**src/pkg/rcr_params.svh**
```systemverilog
// constants for the regulator control register bank
`ifndef RCR_PARAMS_SVH
`define RCR_PARAMS_SVH
// ---------------------------------------------
// register addresses
// ---------------------------------------------
`define RCR_ADDR_EN 8'h0b
`define RCR_ADDR_FSV 8'h0c
`define RCR_ADDR_ADJ_A 8'h0d
`define RCR_ADDR_ADJ_B 8'h0e
`define RCR_ADDR_ADJ_C 8'h0f
`define RCR_ADDR_GP3 8'h1c
// ---------------------------------------------
// storage indices
// ---------------------------------------------
`define RCR_NREG 6
`define RCR_IDX_EN 3'h0
`define RCR_IDX_FSV 3'h1
`define RCR_IDX_ADJ_A 3'h2
`define RCR_IDX_ADJ_B 3'h3
`define RCR_IDX_ADJ_C 3'h4
`define RCR_IDX_GP3 3'h5
// ---------------------------------------------
// power-up values
// ---------------------------------------------
`define RCR_RST_EN 8'hfd
`define RCR_RST_FSV 8'hcf
`define RCR_RST_ADJ_A 8'h81
`define RCR_RST_ADJ_B 8'hbc
`define RCR_RST_ADJ_C 8'hbe
`define RCR_RST_GP3 8'h00
`define RCR_RDATA_NONE 8'h00
// ---------------------------------------------
// field positions
// ---------------------------------------------
`define RCR_EN_REGS_HI 7
`define RCR_EN_REGS_LO 3
`define RCR_EN_CARD_LEVEL 2
`define RCR_EN_CARD_ON 1
`define RCR_EN_RTC_ON 0
`define RCR_FSV_A_DIS 7
`define RCR_FSV_A_HI 6
`define RCR_FSV_A_LO 4
`define RCR_FSV_B_DIS 3
`define RCR_FSV_B_HI 2
`define RCR_FSV_B_LO 0
`define RCR_ADJ_DIS 7
`define RCR_ADJ_HI 6
`define RCR_ADJ_LO 0
`define RCR_GP3_FIXED_ON 5
`endif

```
**src/pkg/rcr_pkg.sv**
```systemverilog
// types shared by the regulator control register bank
package rcr_pkg;
   typedef logic [7:0] rcr_byte_t;
   typedef logic [2:0] rcr_idx_t;
   typedef logic [2:0] rcr_fcode_t;
   typedef logic [6:0] rcr_acode_t;
endpackage

```
**src/pkg/rcr_ctl_if.sv**
```systemverilog
// register contents passed from the bank to the output decoder
`timescale 1ns/10ps
interface rcr_ctl_if;
   import rcr_pkg::*;
   rcr_byte_t en;
   rcr_byte_t fsv;
   rcr_byte_t adj_a;
   rcr_byte_t adj_b;
   rcr_byte_t adj_c;
   rcr_byte_t gp3;
   modport src (output en, fsv, adj_a, adj_b, adj_c, gp3);
   modport dec (input en, fsv, adj_a, adj_b, adj_c, gp3);
endinterface

```
**src/hdl/rcr_top.sv**
```systemverilog
// regulator control register bank behind the serial slave's byte port
// Function
// - the six registers sit at 0x0b..0x0f and 0x1c and every bit reads and writes.
// - power-up loads 2.85 V and 3.3 V fixed codes and 1.25, 2.75, 2.81 V steps.
// - enable bit 2 picks the card supply level, 0 for 3.0 V and 1 for 1.80 V.
// - the fixed-step register holds discharge bits 7 and 3 and codes 6..4, 2..0.
// - each adjustable register holds discharge in bit 7 and a 7-bit step code.
// - the third adjustable register at 0x0f has that layout, default 2.81 V.
// - enable bits 7..3, 1 and 0 switch five regulators, card supply and rtc.
// - a regulator that is off with its discharge bit set grounds its output.
// - step codes map 0 to 1.224 V, 1 to 1.250 V, 127 to 4.463 V, about 25 mV.
`timescale 1ns/10ps
`include "rcr_params.svh"
module rcr_top
   import rcr_pkg::*;
(
   input wire logic mclk_in,
   input wire logic rst_in,
   input wire logic [7:0] reg_addr_in,
   input wire logic [7:0] reg_wdata_in,
   input wire logic reg_wr_in,
   input wire logic reg_rd_in,
   output logic [7:0] reg_rdata_out,
   output logic [4:0] reg_on_out,
   output logic [4:0] discharge_out,
   output logic card_supply_on_out,
   output logic card_supply_level_out,
   output logic rtc_on_out,
   output logic fixed_reg_on_out,
   output logic [2:0] reg_a_code_out,
   output logic [2:0] reg_b_code_out,
   output logic [6:0] reg_c_code_out,
   output logic [6:0] reg_d_code_out,
   output logic [6:0] reg_e_code_out
);
   // ---------------------------------------------
   // address decode
   // ---------------------------------------------
   // returns {hit, index}; shared by the write and read paths
   function automatic logic [3:0] addr_decode(input logic [7:0] a);
      logic [3:0] r;
      r = 4'h0;
      case (a)
         `RCR_ADDR_EN: r = {1'b1, `RCR_IDX_EN};
         `RCR_ADDR_FSV: r = {1'b1, `RCR_IDX_FSV};
         `RCR_ADDR_ADJ_A: r = {1'b1, `RCR_IDX_ADJ_A};
         `RCR_ADDR_ADJ_B: r = {1'b1, `RCR_IDX_ADJ_B};
         `RCR_ADDR_ADJ_C: r = {1'b1, `RCR_IDX_ADJ_C};
         `RCR_ADDR_GP3: r = {1'b1, `RCR_IDX_GP3};
         default: r = 4'h0;
      endcase
      return r;
   endfunction

   rcr_byte_t mem_r [`RCR_NREG];
   rcr_byte_t mem_nxt [`RCR_NREG];
   rcr_byte_t rdata_r, rdata_nxt;
   logic [3:0] dec;
   logic hit;
   rcr_idx_t idx;

   assign dec = addr_decode(reg_addr_in);
   assign hit = dec[3];
   assign idx = dec[2:0];

   // ---------------------------------------------
   // register storage
   // ---------------------------------------------
   always_comb
   begin
      for (int i = 0; i < `RCR_NREG; i++)
         mem_nxt[i] = mem_r[i];
      // every bit writable; unmapped writes are dropped
      if (reg_wr_in && hit)
         mem_nxt[idx] = reg_wdata_in;
      rdata_nxt = rdata_r;
      // every bit reads back, unmapped reads give zero
      if (reg_rd_in)
         rdata_nxt = hit ? mem_r[idx] : `RCR_RDATA_NONE;
   end

   // power-up defaults loaded by reset
   // the step codes 0x01, 0x3c and 0x3e sit nearest 1.25, 2.75 and 2.81 V
   always_ff @(posedge mclk_in or posedge rst_in)
   begin
      if (rst_in)
      begin
         mem_r[`RCR_IDX_EN] <= `RCR_RST_EN;
         mem_r[`RCR_IDX_FSV] <= `RCR_RST_FSV;
         mem_r[`RCR_IDX_ADJ_A] <= `RCR_RST_ADJ_A;
         mem_r[`RCR_IDX_ADJ_B] <= `RCR_RST_ADJ_B;
         mem_r[`RCR_IDX_ADJ_C] <= `RCR_RST_ADJ_C;
         mem_r[`RCR_IDX_GP3] <= `RCR_RST_GP3;
         rdata_r <= `RCR_RDATA_NONE;
      end
      else
      begin
         for (int i = 0; i < `RCR_NREG; i++)
            mem_r[i] <= mem_nxt[i];
         rdata_r <= rdata_nxt;
      end
   end

   assign reg_rdata_out = rdata_r;

   // ---------------------------------------------
   // field decode
   // ---------------------------------------------
   // the step code goes to the analog ladder unchanged
   rcr_ctl_if ctl ();
   assign ctl.en = mem_r[`RCR_IDX_EN];
   assign ctl.fsv = mem_r[`RCR_IDX_FSV];
   assign ctl.adj_a = mem_r[`RCR_IDX_ADJ_A];
   assign ctl.adj_b = mem_r[`RCR_IDX_ADJ_B];
   assign ctl.adj_c = mem_r[`RCR_IDX_ADJ_C];
   // other bits are stored for readback only
   assign ctl.gp3 = mem_r[`RCR_IDX_GP3];

   rcr_outdec u_dec (
      .mclk_in(mclk_in),
      .rst_in(rst_in),
      .ctl(ctl),
      .reg_on_out(reg_on_out),
      .discharge_out(discharge_out),
      .card_supply_on_out(card_supply_on_out),
      .card_supply_level_out(card_supply_level_out),
      .rtc_on_out(rtc_on_out),
      .fixed_reg_on_out(fixed_reg_on_out),
      .reg_a_code_out(reg_a_code_out),
      .reg_b_code_out(reg_b_code_out),
      .reg_c_code_out(reg_c_code_out),
      .reg_d_code_out(reg_d_code_out),
      .reg_e_code_out(reg_e_code_out)
   );
endmodule // rcr_top

```
**src/hdl/rcr_outdec.sv**
```systemverilog
// registered decode of register fields onto regulator controls
`timescale 1ns/10ps
`include "rcr_params.svh"
module rcr_outdec
   import rcr_pkg::*;
(
   input wire logic mclk_in,
   input wire logic rst_in,
   rcr_ctl_if.dec ctl,
   output logic [4:0] reg_on_out,
   output logic [4:0] discharge_out,
   output logic card_supply_on_out,
   output logic card_supply_level_out,
   output logic rtc_on_out,
   output logic fixed_reg_on_out,
   output rcr_fcode_t reg_a_code_out,
   output rcr_fcode_t reg_b_code_out,
   output rcr_acode_t reg_c_code_out,
   output rcr_acode_t reg_d_code_out,
   output rcr_acode_t reg_e_code_out
);
   logic [4:0] on_r, on_nxt;
   logic [4:0] dis_r, dis_nxt;
   logic [4:0] dis_en;
   logic card_on_r, card_on_nxt;
   logic card_lvl_r, card_lvl_nxt;
   logic rtc_r, rtc_nxt;
   logic fixed_r, fixed_nxt;
   rcr_fcode_t a_r, a_nxt, b_r, b_nxt;
   rcr_acode_t c_r, c_nxt, d_r, d_nxt, e_r, e_nxt;
   // power-up output values follow from the register defaults
   localparam rcr_byte_t pu_en = `RCR_RST_EN;
   localparam rcr_byte_t pu_fsv = `RCR_RST_FSV;
   localparam rcr_byte_t pu_adj_a = `RCR_RST_ADJ_A;
   localparam rcr_byte_t pu_adj_b = `RCR_RST_ADJ_B;
   localparam rcr_byte_t pu_adj_c = `RCR_RST_ADJ_C;
   localparam rcr_byte_t pu_gp3 = `RCR_RST_GP3;
   localparam logic [4:0] pu_dis = {pu_fsv[`RCR_FSV_A_DIS],
      pu_fsv[`RCR_FSV_B_DIS], pu_adj_a[`RCR_ADJ_DIS],
      pu_adj_b[`RCR_ADJ_DIS], pu_adj_c[`RCR_ADJ_DIS]}
      & ~pu_en[`RCR_EN_REGS_HI:`RCR_EN_REGS_LO];

   // ---------------------------------------------
   // field decode
   // ---------------------------------------------
   always_comb
   begin
      on_nxt = ctl.en[`RCR_EN_REGS_HI:`RCR_EN_REGS_LO];
      card_on_nxt = ctl.en[`RCR_EN_CARD_ON];
      rtc_nxt = ctl.en[`RCR_EN_RTC_ON];
      card_lvl_nxt = ctl.en[`RCR_EN_CARD_LEVEL];
      a_nxt = ctl.fsv[`RCR_FSV_A_HI:`RCR_FSV_A_LO];
      b_nxt = ctl.fsv[`RCR_FSV_B_HI:`RCR_FSV_B_LO];
      c_nxt = ctl.adj_a[`RCR_ADJ_HI:`RCR_ADJ_LO];
      d_nxt = ctl.adj_b[`RCR_ADJ_HI:`RCR_ADJ_LO];
      e_nxt = ctl.adj_c[`RCR_ADJ_HI:`RCR_ADJ_LO];
      // discharge enables, bit order a..e from msb
      dis_en = {ctl.fsv[`RCR_FSV_A_DIS], ctl.fsv[`RCR_FSV_B_DIS],
                ctl.adj_a[`RCR_ADJ_DIS], ctl.adj_b[`RCR_ADJ_DIS],
                ctl.adj_c[`RCR_ADJ_DIS]};
      // pull output down only while off and enabled
      dis_nxt = dis_en & ~on_nxt;
      // only this bit of the general register acts
      fixed_nxt = ctl.gp3[`RCR_GP3_FIXED_ON];
   end

   // ---------------------------------------------
   // output registers
   // ---------------------------------------------
   // reset values match the power-up register contents
   always_ff @(posedge mclk_in or posedge rst_in)
   begin
      if (rst_in)
      begin
         on_r <= pu_en[`RCR_EN_REGS_HI:`RCR_EN_REGS_LO];
         dis_r <= pu_dis;
         card_on_r <= pu_en[`RCR_EN_CARD_ON];
         card_lvl_r <= pu_en[`RCR_EN_CARD_LEVEL];
         rtc_r <= pu_en[`RCR_EN_RTC_ON];
         fixed_r <= pu_gp3[`RCR_GP3_FIXED_ON];
         a_r <= pu_fsv[`RCR_FSV_A_HI:`RCR_FSV_A_LO];
         b_r <= pu_fsv[`RCR_FSV_B_HI:`RCR_FSV_B_LO];
         c_r <= pu_adj_a[`RCR_ADJ_HI:`RCR_ADJ_LO];
         d_r <= pu_adj_b[`RCR_ADJ_HI:`RCR_ADJ_LO];
         e_r <= pu_adj_c[`RCR_ADJ_HI:`RCR_ADJ_LO];
      end
      else
      begin
         on_r <= on_nxt;
         dis_r <= dis_nxt;
         card_on_r <= card_on_nxt;
         card_lvl_r <= card_lvl_nxt;
         rtc_r <= rtc_nxt;
         fixed_r <= fixed_nxt;
         a_r <= a_nxt;
         b_r <= b_nxt;
         c_r <= c_nxt;
         d_r <= d_nxt;
         e_r <= e_nxt;
      end
   end

   assign reg_on_out = on_r;
   assign discharge_out = dis_r;
   assign card_supply_on_out = card_on_r;
   assign card_supply_level_out = card_lvl_r;
   assign rtc_on_out = rtc_r;
   assign fixed_reg_on_out = fixed_r;
   assign reg_a_code_out = a_r;
   assign reg_b_code_out = b_r;
   assign reg_c_code_out = c_r;
   assign reg_d_code_out = d_r;
   assign reg_e_code_out = e_r;
endmodule // rcr_outdec

```
**config.mk**
```make
export PLATFORM = sky130hd
export DESIGN_NAME = rcr_top
export DESIGN_NICKNAME = d
export VERILOG_FILES = /design/src/pkg/rcr_pkg.sv /design/src/pkg/rcr_ctl_if.sv /design/src/hdl/rcr_top.sv /design/src/hdl/rcr_outdec.sv
export VERILOG_INCLUDE_DIRS = /design/src /design/src/pkg
export SDC_FILE = /design/constraint.sdc
export NUM_CORES = 1
export LEC_CHECK = 0
export ABC_AREA = 1
export BUFFER_PORTS_ARGS = -buffer_cell sky130_fd_sc_hd__buf_4
export CORE_MARGIN = 3
export CORE_UTILIZATION = 40
export CTS_CLUSTER_SIZE = 24
export DETAILED_ROUTE_END_ITERATION = 8
export SYNTH_ARGS = -nofsm -noshare
export SYNTH_HDL_FRONTEND = slang
export SYNTH_SLANG_ARGS = --single-unit
```
**constraint.sdc**
```tcl
create_clock -name mclk_in -period 6.4 [get_ports mclk_in]
set_input_delay 0.64 -clock mclk_in [delete_from_list [all_inputs] [get_ports mclk_in]]
set_output_delay 0.64 -clock mclk_in [all_outputs]
set_load 0.005 [all_outputs]
```
==> out/qor.yml <==
postRouteAntennaNets: 0
antenna_found_initial: 0
synth_top_area_share_pct: 30.90
path_clk_slew_ps: 90
viasPerCell: 4.772
syn-num-nets: 450
cap_violations: 0
die_h_microns: 106.6
area_delta_synth_final_pct: 19.62
postCtsHoldBufs: 0
grt_pass1_wl_mm: 15.50
p_leak_nw: 2.351
gr-total-overflow: 0
wl_per_cell_microns: 14.50
p_int_w: 0.0009186
setup_viol: 0
synth_seq_cells: 97
worstPathRequired_ps: 6640
crit_type: "in2reg"
fin_nets: 518
yosysWarningCount: 0
tns_ps: 0
final_layout_size_suffix_gt1_share_pct: 31.01
fin_ws_ps: 3949
track_usage_pct: 17.48
fin_crit_ps: 2451
final_cells: 636
clock_path_buffers: 2
fin_crit_sh_pct: 38.30
avgSynthCellArea_sq_um: 9.416
clockRootBuffer: "clkbuf_8"
synthCells: 430
status: "complete, no violations"
dieArea_sq_um: 11370
port_buffers: 68
cts_sinks: 97
yosysUniqueCellTypes: 25
drc: 0
critPathMaxFanout: 25
cts_setup_buffers: 0
clockPowerShare_pct: 33.3
place_congestion: 0.8584
rows: 36
swShare_pct: 24.48
dp_cells: 620
pin_count: 69
hold_viol: 0
antennaDiodeCount: 0
ctsResizeCount: 0
initial_utilization_pct: 41.23
grt_pass1_vias: 3075
pwr-share-seq_pct: 57.0
cts_buffers: 9
worst_slew_pin_slew_ps: 888.6
clock_latency_ps: 360
slew-limit-headroom_pct: 40.76
synth_top_cell_by_area: "dfrtp_1"
end_kind: "register"
drtIter0Drc: 157
core_sq_um: 9819
maxSlewViolCount: 0
first_pass_iters: 4
synth_area_leaders: "dfrtp_1 31%, dfstp_2 31%, nand2_1 11%"
htree_levels: 3
hold_path_class: "in2async"
via_count: 3035
skew_ps: 6.665
fill_cells: 973
netlist_area_sq_um: 4049
place_hpwl_mm: 6.726
ys_seq_area_share_pct: 61.40
cp.arrival_ps: 2690
cp-start-kind: "input pin"
ir_worst_vdd_uv: 113.8
die_w_microns: 106.6
power_density_nw_per_um2: 251.1
dp_worst_setup_slack_ps: 3597
power.switching_w: 0.0002978
cts_tree: "yes"
rsz0062_at_grt: "false"
pwr-share-comb_pct: 9.8
fmax_ghz: 0.4080
wirelength_mm: 9.219
grt_max_degree: 74
## layout by cell type (no fill, tap or decap)
cell        instances
clkinvlp_4          2
nor3_4              1
nand3_2             1
nand4_2             1
nand2_8             2
bufinv_16           1
nand3_1            49
nand2_4             2
inv_6               1
a21oi_1            14
buf_4              69
nand3_4             1
nor2_4              4
nand2_1           118
o21ai_0            27
dfstp_2            47
clkinv_2            2
nor2_1             38
a21oi_2             2
inv_1              44
clkbuf_1            1
nand2_2             2
clkinv_4            1
dfrtp_1            50
inv_2               4
nor2_2              3
clkbuf_8           10
o21ai_1             6
## layout make-up
class                   instances  area [sq um]  area share [%]
flip-flops and latches         97          2486           51.33
multi-input cells             271          1279           26.40
repair buffers                 69         518.0           10.69
inverters                      50         190.2           3.927
well taps                     133         166.4           3.436
clock buffers                  11         141.4           2.919
clock inverters                 5         62.56           1.292
## cell families after synthesis
family | Yosys count | synth area share [%]
AOI/OAI and AO/OA | 49 | 6.242
buffers and inverters | 62 | 7.014
DFF | 97 | 61.40
and+or+nand+nor | 222 | 25.34
## metal layers
layer | routed length [microns] | vias to the layer above | track usage [%]
met4 | 170 | 0 | 7.215
met1 | 4303 | 1458 | 23.96
met3 | 507 | 13 | 3.793
met5 | 0 | - | 0
li1 | - | 1484 | -
met2 | 4237 | 80 | 27.07
## critical path, stage by stage
cell and delay (ps):
buf_4 110, nor2_1 210, nand4_2 590, nand2_4 490, inv_2 180, nor2_4 300
o21ai_0 150
## synthesized netlist by cell type (all sizes together)
cell type,count
clkbuf,1
a21oi,16
dfrtp,50
nand4,1
dfstp,47
nand2,124
o21ai,33
nand3,51
nor2,45
buf,11
clkinv,1
inv,49
nor3,1
## per-stage QoR
step	area (sq um)	hold WS [ps]	power, W	util, %
after floorplan	4049	353.7	0.0007564	-
after global placement	4639	357.1	0.0008224	47.25
after detailed placement	4639	357.1	0.0008247	47.25
after CTS	4843	244.3	0.001232	49.32
after global routing	4843	259.8	0.001275	49.32
final	4843	243.8	0.001216	49.32
## sequential cells by signal (all words and copies together), names as in the netlist, 8 cells and up
signal	cells
ctl.en	8
ctl.adj_b	8
ctl.gp3	8
ctl.adj_c	8
ctl.adj_a	8
ctl.fsv	8
reg_rdata_out	8
## power by group through the flow
stage	Combinational (W)	Sequential, W	Clock (W)
after floorplan	0.0000564	0.000700	0
after global placement	0.000118	0.000704	0
after detailed placement	0.000120	0.000704	0
after CTS	0.000121	0.000694	0.000417
after global routing	0.000134	0.000699	0.000442
final	0.000119	0.000693	0.000405
## final timing paths
| kind | from | to | slack, ps | cells after the start |
|---|---|---|---|---|
| max in group asynchronous | rst_in | reg_rdata_out[4] | 4950 | 3 |
| min in group mclk_in | ctl.adj_c[1] | u_dec.reg_e_code_out[1] | 370 | 0 |
| setup / recovery | reg_addr_in[7] | ctl.gp3[5] | 3950 | 7 |
| hold reg to reg | ctl.adj_c[1] | u_dec.reg_e_code_out[1] | 370 | 0 |
| hold / removal | rst_in | u_dec.reg_d_code_out[1] | 240 | 2 |
| setup reg to reg | ctl.adj_c[2] | reg_rdata_out[2] | 5300 | 6 |
Power figures use the tool's default switching activity.
